## src/logic/isr_defines.vh

```
/*
 * register offsets, reset values, field positions and the rate-limit constant for the
 * event status block. assumes inclusion by bare name from logic/isr_event_status.v.
 */
// Notes on behaviour
// - each status bit is 1 once its condition has occurred since the last read, otherwise 0.
// - a read returns the bits and clears them, except a bit held in level mode while its source is still true.
// - a bit whose mask enable is clear always reads as 0.
// - after reset the status register is 00.
// - bit 7 sets when the transmitter drops or repeats a sample with no rate converter and an asynchronous clock.
// - bit 7 also sets on each new block-start pulse when that pin is an input and the converter is unused.
// - bit 6 sets when the slave output port with asynchronous frame clock drops or repeats a sample.
// - bit 6 also sets when the converter feeds a slave output port and the clock ratio differs from the selection.
// - bit 5 sets when either sample rate ratio exceeds three.
// - bit 4 sets on left channel converter over-range.
// - an over-ranged output sample saturates to full scale instead of wrapping.
// - bit 3 sets on right channel converter over-range, the sample being clipped.
// - bit 2's source is true while the channel-status buffer moves from stage D to stage E.
// - bit 1's source is true while the channel-status buffer moves from stage E to stage F.
`ifndef ISR_DEFINES_VH
`define ISR_DEFINES_VH
`define ISR_OFF_STATUS 12'h01c
`define ISR_OFF_MASK 12'h040
`define ISR_OFF_MODE 12'h044
`define ISR_OFF_CTRL 12'h048
`define ISR_OFF_RATIO 12'h04c
`define ISR_RST_STATUS 8'h00
`define ISR_RST_MASK 8'h00
`define ISR_RST_MODE 8'h00
`define ISR_RST_CTRL 8'h00
`define ISR_RST_RATIO 8'h00
`define ISR_BIT_TX_SLIP 7
`define ISR_BIT_OUT_SLIP 6
`define ISR_BIT_RATE_EXC 5
`define ISR_BIT_OVRL 4
`define ISR_BIT_OVRR 3
`define ISR_BIT_CBUF_FIRST 2
`define ISR_BIT_CBUF_SECOND 1
`define ISR_BIT_RX_ERR 0
`define ISR_CTRL_SRC_USED 0
`define ISR_CTRL_TBS_INPUT 1
`define ISR_CTRL_OUT_MASTER 2
`define ISR_CTRL_TX_ASYNC 3
`define ISR_CTRL_OUT_ASYNC 4
`define ISR_RATIO_MAX 3
`endif

```

## src/logic/isr_event_status.v

```verilog
/*
 * event status register with mask, level/edge mode, clear-on-read and a level interrupt,
 * plus the left/right saturation that feeds the over-range bits and the frame-clock
 * ratio check behind the output slip bit.
 * assumes an apb master on MCLK_I that waits for PREADY_O, event inputs from pins
 * (block start, output frame clock) that are asynchronous and synchronised here,
 * and event inputs from core logic already on MCLK_I.
 * unmapped addresses read as zero and ignore writes.
 */
`timescale 1ns/1ps
`default_nettype none
`include "isr_defines.vh"
module isr_event_status #(
    parameter SW = 24,
    parameter RW = 8
) (
    // clock and reset
    input wire MCLK_I,
    input wire RSTN_I,
    // apb slave
    input wire PSEL_I,
    input wire PENABLE_I,
    input wire PWRITE_I,
    input wire [11:0] PADDR_I,
    input wire [31:0] PWDATA_I,
    output wire [31:0] PRDATA_O,
    output wire PREADY_O,
    output wire PSLVERR_O,
    // pin events, asynchronous
    input wire TRANSMIT_BLOCK_START_I,
    input wire OUTPUT_FRAME_CLOCK_I,
    // core events, on MCLK_I
    input wire TX_SAMPLE_SLIP_I,
    input wire OUT_SAMPLE_SLIP_I,
    input wire [7:0] OUT_CLOCK_RATIO_I,
    input wire [RW-1:0] RATE_IN_TO_OUT_I,
    input wire [RW-1:0] RATE_OUT_TO_IN_I,
    input wire signed [SW:0] LEFT_SUM_I,
    input wire signed [SW:0] RIGHT_SUM_I,
    input wire CBUF_D_TO_E_I,
    input wire CBUF_E_TO_F_I,
    input wire RECEIVER_ERROR_I,
    // results
    output wire signed [SW-1:0] LEFT_SAMPLE_O,
    output wire signed [SW-1:0] RIGHT_SAMPLE_O,
    output wire IRQ_O
);
////////////////////////////////////////////////////////////////////////////////
reg [7:0] status_r;
reg [7:0] mask_r;
reg [7:0] mode_r;
reg [7:0] ctrl_r;
reg [7:0] ratio_r;
reg [7:0] src_prev_r;
reg [31:0] prdata_r;
reg pready_r;
reg irq_r;
reg [2:0] tbs_sync_r;
reg [2:0] ofc_sync_r;
reg tbs_state_r;
reg ofc_state_r;
reg [7:0] frame_cnt_r;
reg ratio_bad_r;
reg signed [SW-1:0] left_r;
reg signed [SW-1:0] right_r;
reg pslverr_r;
wire setup = PSEL_I & ~PENABLE_I;
wire wr_hit = setup & PWRITE_I;
wire rd_hit = setup & ~PWRITE_I;
wire rd_status = setup & ~PWRITE_I & (PADDR_I == `ISR_OFF_STATUS);
wire src_used = ctrl_r[`ISR_CTRL_SRC_USED];
wire out_slave = ~ctrl_r[`ISR_CTRL_OUT_MASTER];
wire tbs_agree = (tbs_sync_r[1] == tbs_sync_r[2]);
wire ofc_agree = (ofc_sync_r[1] == ofc_sync_r[2]);
wire tbs_rise = tbs_agree & tbs_sync_r[2] & ~tbs_state_r;
wire ofc_rise = ofc_agree & ofc_sync_r[2] & ~ofc_state_r;
////////////////////////////////////////////////////////////////////////////////
// saturate an over-ranged sum to full scale
function [SW-1:0] clip;
    input [SW:0] s;
    begin
        if (s[SW] != s[SW-1])
            clip = s[SW] ? {1'b1, {(SW-1){1'b0}}} : {1'b0, {(SW-1){1'b1}}};
        else
            clip = s[SW-1:0];
    end
endfunction
////////////////////////////////////////////////////////////////////////////////
// event sources, one wire per condition
// transmitter slip and block start share bit 7
wire tx_slip_ev = ~src_used & ctrl_r[`ISR_CTRL_TX_ASYNC] & TX_SAMPLE_SLIP_I;
wire tx_block_ev = ~src_used & ctrl_r[`ISR_CTRL_TBS_INPUT] & tbs_rise;
// output port slip and ratio mismatch share bit 6
wire out_slip_ev = out_slave & ctrl_r[`ISR_CTRL_OUT_ASYNC] & OUT_SAMPLE_SLIP_I;
wire out_ratio_ev = src_used & out_slave & ratio_bad_r;
// either direction of the rate ratio
wire rate_fwd_ev = (RATE_IN_TO_OUT_I > `ISR_RATIO_MAX);
wire rate_back_ev = (RATE_OUT_TO_IN_I > `ISR_RATIO_MAX);
// top two bits of a sum differ on over-range
wire left_ovr_ev = (LEFT_SUM_I[SW] != LEFT_SUM_I[SW-1]);
wire right_ovr_ev = (RIGHT_SUM_I[SW] != RIGHT_SUM_I[SW-1]);
reg [7:0] src;
always @*
begin
    src = 8'h00;
    src[`ISR_BIT_TX_SLIP] = tx_slip_ev | tx_block_ev;
    src[`ISR_BIT_OUT_SLIP] = out_slip_ev | out_ratio_ev;
    src[`ISR_BIT_RATE_EXC] = rate_fwd_ev | rate_back_ev;
    src[`ISR_BIT_OVRL] = left_ovr_ev;
    src[`ISR_BIT_OVRR] = right_ovr_ev;
    src[`ISR_BIT_CBUF_FIRST] = CBUF_D_TO_E_I;
    src[`ISR_BIT_CBUF_SECOND] = CBUF_E_TO_F_I;
    src[`ISR_BIT_RX_ERR] = RECEIVER_ERROR_I;
end
////////////////////////////////////////////////////////////////////////////////
// block-start pin: three flops, a level counts once the last two agree
always @(posedge MCLK_I or negedge RSTN_I)
begin
    if (!RSTN_I)
    begin
        tbs_sync_r <= 3'h0;
        tbs_state_r <= 1'b0;
    end
    else
    begin
        tbs_sync_r <= {tbs_sync_r[1:0], TRANSMIT_BLOCK_START_I};
        if (tbs_agree)
        begin
            tbs_state_r <= tbs_sync_r[2];
        end
    end
end
////////////////////////////////////////////////////////////////////////////////
// output frame clock pin: three flops, a level counts once the last two agree
always @(posedge MCLK_I or negedge RSTN_I)
begin
    if (!RSTN_I)
    begin
        ofc_sync_r <= 3'h0;
        ofc_state_r <= 1'b0;
    end
    else
    begin
        ofc_sync_r <= {ofc_sync_r[1:0], OUTPUT_FRAME_CLOCK_I};
        if (ofc_agree)
        begin
            ofc_state_r <= ofc_sync_r[2];
        end
    end
end
////////////////////////////////////////////////////////////////////////////////
// frame clock period in MCLK cycles against the expected ratio;
// the first rise after reset only starts the count, so no false mismatch
reg frame_seen_r;
always @(posedge MCLK_I or negedge RSTN_I)
begin
    if (!RSTN_I)
    begin
        frame_cnt_r <= 8'h00;
        frame_seen_r <= 1'b0;
        ratio_bad_r <= 1'b0;
    end
    else
    begin
        ratio_bad_r <= 1'b0;
        if (ofc_rise)
        begin
            frame_cnt_r <= 8'h01;
            frame_seen_r <= 1'b1;
            ratio_bad_r <= frame_seen_r & (frame_cnt_r != OUT_CLOCK_RATIO_I) & (OUT_CLOCK_RATIO_I != 8'h00);
        end
        else if (frame_cnt_r != 8'hff)
        begin
            frame_cnt_r <= frame_cnt_r + 8'h01;
        end
    end
end
////////////////////////////////////////////////////////////////////////////////
// status bits, one per source
wire [7:0] status_nxt;
genvar gi;
generate
    for (gi = 0; gi < 8; gi = gi + 1)
    begin : g_bit
        // edge mode wants a rise, level mode the plain source
        wire hit = mode_r[gi] ? src[gi] : (src[gi] & ~src_prev_r[gi]);
        // a status read clears the bit unless level mode still sees the source
        wire keep = status_r[gi] & ~(rd_status & ~(mode_r[gi] & src[gi]));
        // a new event in the clearing cycle wins over the clear
        assign status_nxt[gi] = mask_r[gi] & (hit | keep);
    end
endgenerate
////////////////////////////////////////////////////////////////////////////////
// status and source history
always @(posedge MCLK_I or negedge RSTN_I)
begin
    if (!RSTN_I)
    begin
        status_r <= `ISR_RST_STATUS;
        src_prev_r <= 8'h00;
    end
    else
    begin
        status_r <= status_nxt;
        src_prev_r <= src;
    end
end
////////////////////////////////////////////////////////////////////////////////
// level interrupt, high in the same cycle as the status it follows
always @(posedge MCLK_I or negedge RSTN_I)
begin
    if (!RSTN_I)
    begin
        irq_r <= 1'b0;
    end
    else
    begin
        irq_r <= |status_nxt;
    end
end
////////////////////////////////////////////////////////////////////////////////
// configuration registers, written in the setup cycle
always @(posedge MCLK_I or negedge RSTN_I)
begin
    if (!RSTN_I)
    begin
        mask_r <= `ISR_RST_MASK;
        mode_r <= `ISR_RST_MODE;
        ctrl_r <= `ISR_RST_CTRL;
        ratio_r <= `ISR_RST_RATIO;
    end
    else if (wr_hit)
    begin
        case (PADDR_I)
            `ISR_OFF_MASK: mask_r <= PWDATA_I[7:0];
            `ISR_OFF_MODE: mode_r <= PWDATA_I[7:0];
            `ISR_OFF_CTRL: ctrl_r <= PWDATA_I[7:0];
            `ISR_OFF_RATIO: ratio_r <= PWDATA_I[7:0];
            default:
            begin
            end
        endcase
    end
end
////////////////////////////////////////////////////////////////////////////////
// read data, latched in the setup cycle and held until the next read
always @(posedge MCLK_I or negedge RSTN_I)
begin
    if (!RSTN_I)
    begin
        prdata_r <= 32'h00000000;
    end
    else if (rd_hit)
    begin
        case (PADDR_I)
            `ISR_OFF_STATUS: prdata_r <= {24'h000000, status_r & mask_r};
            `ISR_OFF_MASK: prdata_r <= {24'h000000, mask_r};
            `ISR_OFF_MODE: prdata_r <= {24'h000000, mode_r};
            `ISR_OFF_CTRL: prdata_r <= {24'h000000, ctrl_r};
            `ISR_OFF_RATIO: prdata_r <= {24'h000000, ratio_r};
            default: prdata_r <= 32'h00000000;
        endcase
    end
end
////////////////////////////////////////////////////////////////////////////////
// ready in the access phase, one cycle after every setup; no error is ever given
always @(posedge MCLK_I or negedge RSTN_I)
begin
    if (!RSTN_I)
    begin
        pready_r <= 1'b0;
        pslverr_r <= 1'b0;
    end
    else
    begin
        pready_r <= setup;
        pslverr_r <= 1'b0;
    end
end
////////////////////////////////////////////////////////////////////////////////
// saturated samples, one cycle behind the sums
always @(posedge MCLK_I or negedge RSTN_I)
begin
    if (!RSTN_I)
    begin
        left_r <= {SW{1'b0}};
        right_r <= {SW{1'b0}};
    end
    else
    begin
        left_r <= clip(LEFT_SUM_I);
        right_r <= clip(RIGHT_SUM_I);
    end
end
assign PRDATA_O = prdata_r;
assign PREADY_O = pready_r;
assign PSLVERR_O = pslverr_r;
assign IRQ_O = irq_r;
assign LEFT_SAMPLE_O = left_r;
assign RIGHT_SAMPLE_O = right_r;
endmodule // isr_event_status
`default_nettype wire

```

## config.mk

```make
export PLATFORM = sky130hd
export DESIGN_NAME = isr_event_status
export DESIGN_NICKNAME = d
export VERILOG_FILES = /design/src/logic/isr_event_status.v
export VERILOG_INCLUDE_DIRS = /design/src /design/src/logic
export SDC_FILE = /design/constraint.sdc
export NUM_CORES = 1
export LEC_CHECK = 0
export ABC_AREA = 1
export BUFFER_PORTS_ARGS = -buffer_cell sky130_fd_sc_hd__buf_2
export CAP_MARGIN = 0
export CORE_MARGIN = 1.5
export CORE_UTILIZATION = 35
export DETAILED_ROUTE_END_ITERATION = 8
export PLACE_DENSITY = 0.73
export SYNTH_ARGS = -nofsm -noshare
export SYNTH_HDL_FRONTEND = slang
export SYNTH_SLANG_ARGS = --single-unit
```

## constraint.sdc

```tcl
create_clock -name MCLK_I -period 1.4 [get_ports MCLK_I]
set_input_delay 0.35 -clock MCLK_I [delete_from_list [all_inputs] [get_ports MCLK_I]]
set_output_delay 0.35 -clock MCLK_I [all_outputs]
set_load 0.005 [all_outputs]
```

==> results.cfg, run 1 <==
[yosys]
syn_area_um2 = 5614
ys.flop_type = dfrtp_1
avgSynthCellArea_um2 = 9.310
synthArstFlopShare_pct = 100.0
synth.ff_latch_count = 124
yosysWarnings = 0
synth_cells = 603
ys_types = 42
synth_edf_count = 0
seq_area_frac_synth_pct = 55.27

[clock_network]
cts-root-buf = clkbuf_16
clk_latency_ns = 0.42
cts_buffer_depth = 2
cts_tree = done
cts.clk_slew.worst_paths_ns = 0.06
cts.sinks = 124
cts_buffers = 17
htreeDepth = 4

[critical_path]
path_cells = ha_2 > nand2_2 > inv_2 > nand3_4 > nor2_4 > nand2_4 > buf_4 > a21oi_2
cp.required_ns = 1.73
cp_slowest_cell = dfrtp_1
cp.arrival_ns = 1.75
startpoint_type = flop
max_stage_delay_ns = 0.35
crit_fanout = 7
path_class = flop to flop
endpoint_kind = flop

[sta]
max_freq_mhz = 708.4
whs_ns = 0.04540
hold_viol = 0
rsz0062_at_grt = yes
fin_crit_sh_pct = 100.8
finalSetupViolCount = 2
fin_setup_tns_ns = -0.01185
fin_skew_ns = 0.006844
finalCriticalPeriod_ns = 1.412
drv_slew = 0
setup_slack_ns = -0.01158

[floorplanning]
ios = 213
die_y_um = 129.7
die_w_um = 129.7
core_area_um2 = 15770
rows = 46
start_util_pct = 35.60
die_area_um2 = 16810

[detailed_routing]
vias = 4484
viasPerCell = 4.332
first_iter_violations = 212
dr.pass1.iters = 4
drt.antenna.violating_nets = 0
drc = 0
routedWlPerCell_um = 12.62
drt_wl_total_um = 13060

[final_layout]
finish.utilization_pct = 48.13
syn_to_final_growth_pct = 35.19
diodes = 0
drive_above_1_share_pct = 37.36
nets = 943
stdcell_area_um2 = 7590

[global_route]
use_met1_pct = 19.93
grt.total_usage_pct = 16.29
use_met3_pct = 5.202
antenna_found_initial = 2
grt_pass1_wl_um = 21000
grt_max_degree = 74
grt_overflow = 0
grt_util_met2_pct = 26.83
grt_pass1_vias = 4373
busiest_layer = met2

[run_status]
violations = setup timing
outcome = finished with violations

[power]
p_leak_uw = 0.004008
p_per_area_nw_per_um2 = 1328
peakVddDrop_v = 0.0006347

[run]
maxCapViolations = 0

[placed_design]
port_buffers = 159
dp_hpwl_um = 9309
place.gp.congestion = 0.8337
placed_area_um2 = 6845

[worst_hold_path]
hold_path.class = input pin to flop
-- layout make-up --
class | instances | area, µm²
tap | 216 | 270.3
clock inverter | 14 | 193.9
multi-input combinational | 399 | 2141
clock buffer | 18 | 429.2
sequential | 124 | 3103
inverter | 60 | 226.5
timing repair buffer | 204 | 1226
fill | 1550 | 8180
-- repair_timing --
action	CTS	global route
setup buffers	1	4
hold buffers	1	0
gates resized for setup	5	16
pin swaps	3	9
endpoints found under the setup margin	3	4
endpoints found under the hold margin	51	0
-- power breakdown --
| part | internal [µW] | total, µW | leakage (µW) | switching [µW] |
|---|---|---|---|---|
| clock | 2980 | 4630 | 0.000289 | 1650 |
| sequential | 3880 | 4010 | 0.00157 | 127 |
| combinational | 686 | 1440 | 0.00215 | 754 |
-- critical path: cells and delay by family, from the launching register on --
family | cells | cell delay (ns)
flops | 1 | 0.35
buf+inv | 2 | 0.23
compound gates | 1 | 0.14
simple gates | 4 | 0.41
fa+ha+maj | 1 | 0.20
-- metrics by stage --
stage | cells | setup WS (ns) | total power [µW]
after detailed placement | 997 | -0.2503 | 5407
after global placement | 997 | -0.2234 | 5371
after CTS | 1031 | -0.02000 | 10090
final | 1035 | -0.01158 | 10080
after global routing | 1035 | -0.06742 | 10550
after floorplan | 627 | 0.002022 | 4765
-- cells in the final DEF, fill, tap and decap left out, types with 13 or more instances in the layout --
cell and count:
nor2_1 22, nand3_1 20, clkbuf_16 17, conb_1 25
o21ai_2 17, buf_2 158, inv_1 57, dfrtp_1 124
nand2_1 194, o21ai_1 23, o21ai_0 13, buf_4 38
-- synthesized netlist by cell type (2+ instances only) --
master | instances | area share, %
a21boi_1 | 3 | 0.40
buf_6 | 4 | 0.80
or2_2 | 9 | 1.0
nor2_4 | 3 | 0.60
o21ai_1 | 22 | 2.0
nand3_2 | 3 | 0.53
o21ai_0 | 14 | 1.2
buf_2 | 3 | 0.27
nor3_4 | 2 | 0.58
clkbuf_1 | 10 | 0.67
buf_4 | 25 | 3.3
nor2_2 | 5 | 0.56
nand3_4 | 4 | 1.2
inv_1 | 58 | 3.9
a21oi_1 | 5 | 0.45
nand2_1 | 200 | 13
xor2_1 | 2 | 0.31
a2bb2oi_1 | 5 | 0.78
o21ai_2 | 17 | 2.7
nand3_1 | 21 | 1.9
nor2_1 | 25 | 1.7
nand2_2 | 4 | 0.45
xnor2_1 | 7 | 1.1
dfrtp_1 | 124 | 55
nor3_1 | 3 | 0.27
ha_1 | 7 | 1.6
nor4_1 | 3 | 0.33
-- state kept, by name, summed over array words and instances, names as in the netlist, 8 cells and up --
signal          cells
LEFT_SAMPLE_O      24
RIGHT_SAMPLE_O     24
PRDATA_O            8
ctrl_r              8
frame_cnt_r         8
mask_r              8
mode_r              8
ratio_r             8
src_prev_r          8
status_r            8
-- worst paths after layout --
kind	startpoint	end	slack (ns)	cells after the start
max	frame_cnt_r[0]$_DFFE_PN0P_	frame_cnt_r[2]$_DFFE_PN0P_	-0.01	8
min	TRANSMIT_BLOCK_START_I	tbs_sync_r[0]$_DFF_PN0_	0.05	1
max reg2reg	frame_cnt_r[0]$_DFFE_PN0P_	frame_cnt_r[2]$_DFFE_PN0P_	-0.01	8
min reg2reg	tbs_sync_r[0]$_DFF_PN0_	tbs_sync_r[1]$_DFF_PN0_	0.35	0
max in group asynchronous	RSTN_I	LEFT_SAMPLE_O[14]$_DFF_PN0_	0.52	3
min in group asynchronous	RSTN_I	frame_cnt_r[7]$_DFFE_PN0P_	0.29	2
-- routing by layer --
layer  vias to the layer above  routed length [µm]
met5                         -                  21
met4                         4                 266
met3                        28                 852
met2                       153                6413
met1                      2061                5506
li1                       2238                   -
-- kinds of logic after synthesis --
| family | share of synthesized area [%] |
|---|---|
| compound gates | 8.090 |
| xor+xnor | 1.404 |
| fa+ha+maj | 1.560 |
| buf+inv | 9.739 |
| flops | 55.27 |
| mux | 0.2006 |
| other cells | 0.06680 |
| simple gates | 23.67 |
(Power assumes the default switching activity.)
==> run 2, diff against run 1 <==
--- a/config.mk
+++ b/config.mk
@@ -11,6 +11,7 @@
 export CAP_MARGIN = 0
 export CORE_MARGIN = 1.5
 export CORE_UTILIZATION = 35
+export CTS_BUF_LIST = sky130_fd_sc_hd__clkbuf_2 sky130_fd_sc_hd__clkbuf_4 sky130_fd_sc_hd__clkbuf_8
 export DETAILED_ROUTE_END_ITERATION = 8
 export PLACE_DENSITY = 0.73
 export SYNTH_ARGS = -nofsm -noshare
==> run 2 against run 1 <==
The run still ends with setup timing left. Critical path depth grew 1. Cell area shrank 2.0%. Sequential share of layout area grew 0.85 points. Via count is essentially flat. Setup slack lost 0.029 ns. Clock skew grew 0.0033 ns. Cell count grew 0.48%. Non-clock buffer count grew 5. Global-route usage is essentially flat. Critical path type unchanged. Largest cell class unchanged. Largest power group is now sequential cells.
==> results.cfg, run 2 (synthesis gave the netlist of run 1 again) <==
[detailed_routing]
routedWlPerCell_um = 12.45
drc = 0
viasPerCell = 4.308
dr.pass1.iters = 4
drt_wl_total_um = 12940
first_iter_violations = 217
vias = 4480
drt.antenna.violating_nets = 0

[critical_path]
cp.required_ns = 1.75
worstReg2RegStart = frame_cnt_r[0]$_DFFE_PN0P_
startpoint_type = flop
cp.arrival_ns = 1.79
endpoint_kind = flop
path_class = flop to flop
critPathLaunch = frame_cnt_r[0]$_DFFE_PN0P_
crit_fanout = 7

[final_layout]
drive_above_1_share_pct = 37.14
layout_common_cells = nand2_1 (194), buf_2 (158), dfrtp_1 (124)
final_common_cell = nand2_1
diodes = 0
nets = 948
syn_to_final_growth_pct = 32.43

[global_route]
antenna_found_initial = 2
grt_pass1_vias = 4366
grt.total_usage_pct = 16.30
grt_overflow = 0
grt_pass1_wl_um = 20970
grt_max_degree = 74

[run_status]
violations = setup timing
outcome = finished with violations

[clock_network]
cts.clk_slew.worst_paths_ns = 0.08
cts_tree = done
cts_buffers = 17
clk_latency_ns = 0.44
cts.sinks = 124
cts_buffer_depth = 2
htreeDepth = 4
cts-root-buf = clkbuf_8

[floorplanning]
die_y_um = 129.7
die_w_um = 129.7
ios = 213
start_util_pct = 35.60
rows = 46
core_area_um2 = 15770
die_area_um2 = 16810

[power]
p_leak_uw = 0.003944
power_uw = 8855
peakVddDrop_v = 0.0005547
p_per_area_nw_per_um2 = 1191

[sta]
fin_skew_ns = 0.01012
fin_setup_tns_ns = -0.08239
fin_crit_sh_pct = 102.9
drv_slew = 0
setup_slack_ns = -0.04044
hold_viol = 0
finalSetupViolCount = 3
finalCriticalPeriod_ns = 1.440
whs_ns = 0.03327
rsz0062_at_grt = yes
max_freq_mhz = 694.2

[placed_design]
place_ws_ns = -0.2503
place.gp.congestion = 0.8337
dp_hpwl_um = 9309
port_buffers = 159

[worst_hold_path]
hold_path.class = input pin to flop
hp-start = CBUF_E_TO_F_I

[run]
maxCapViolations = 0
-- run 2: cell count changes in the layout (fill, tap and decap cells not counted), sizes merged --
cell / delta
buf: +2
dlygate4sd3: +3
-- run 2: worst paths after layout --
kind	end	slack [ns]	cells after the start
worst max-delay path	frame_cnt_r[3]$_DFFE_PN0P_	-0.04	9
worst min-delay path	src_prev_r[1]$_DFF_PN0_	0.03	1
worst max register to register	frame_cnt_r[3]$_DFFE_PN0P_	-0.04	9
worst min register to register	tbs_sync_r[1]$_DFF_PN0_	0.35	0
max in group asynchronous	mask_r[5]$_DFFE_PN0P_	0.56	3
min in group asynchronous	frame_cnt_r[7]$_DFFE_PN0P_	0.27	2
-- run 2: final cells by class --
type	count	area, µm²
fill	1575	8335
clock buffer	18	241.5
multi-input combinational	399	2128
timing repair buffer	209	1271
tap	216	270.3
inverter	60	226.5
sequential	124	3103
clock inverter	14	193.9
-- run 2: where the power goes --
group / total, µW / internal (µW) / switching [µW]
clock: 3450 / 1960 / 1490
combinational: 1400 / 671 / 731
sequential: 4000 / 3870 / 125
-- run 2: metrics by stage --
step                      utilization (%)  instances  instance area (µm²)
after floorplan                         -        627                 5772
after global placement              43.41        997                 6845
after detailed placement            43.41        997                 6845
after CTS                           46.58       1034                 7346
after global routing                47.14       1040                 7435
final                               47.14       1040                 7435
-- run 2: layer usage --
metal  routed length [µm]  GRT usage (%)  up-vias
li1                     -              -     2253
met1                 5543          19.58     2050
met2                 6337          27.14      153
met3                  864          6.028       20
met4                  170          5.294        4
met5                   28              0        -
-- run 2: worst max-delay path: stages (launching register included) --
cell	delay (ns)
dfrtp_1	0.36
ha_2	0.20
nand2_2	0.07
inv_2	0.09
nand3_4	0.09
nor2_4	0.17
nand2_4	0.10
nand2_4	0.09
nor2_4	0.04
a211oi_2	0.14
-- run 2: what timing repair did --
| item | 4_1_cts | 5_1_grt |
|---|---|---|
| pin swaps | 3 | 7 |
| gates resized for setup | 5 | 13 |
| hold buffers | 3 | 1 |
| setup buffers | 2 | 5 |
| endpoints found under the setup margin | 3 | 6 |
| hold endpoints to repair | 126 | 1 |
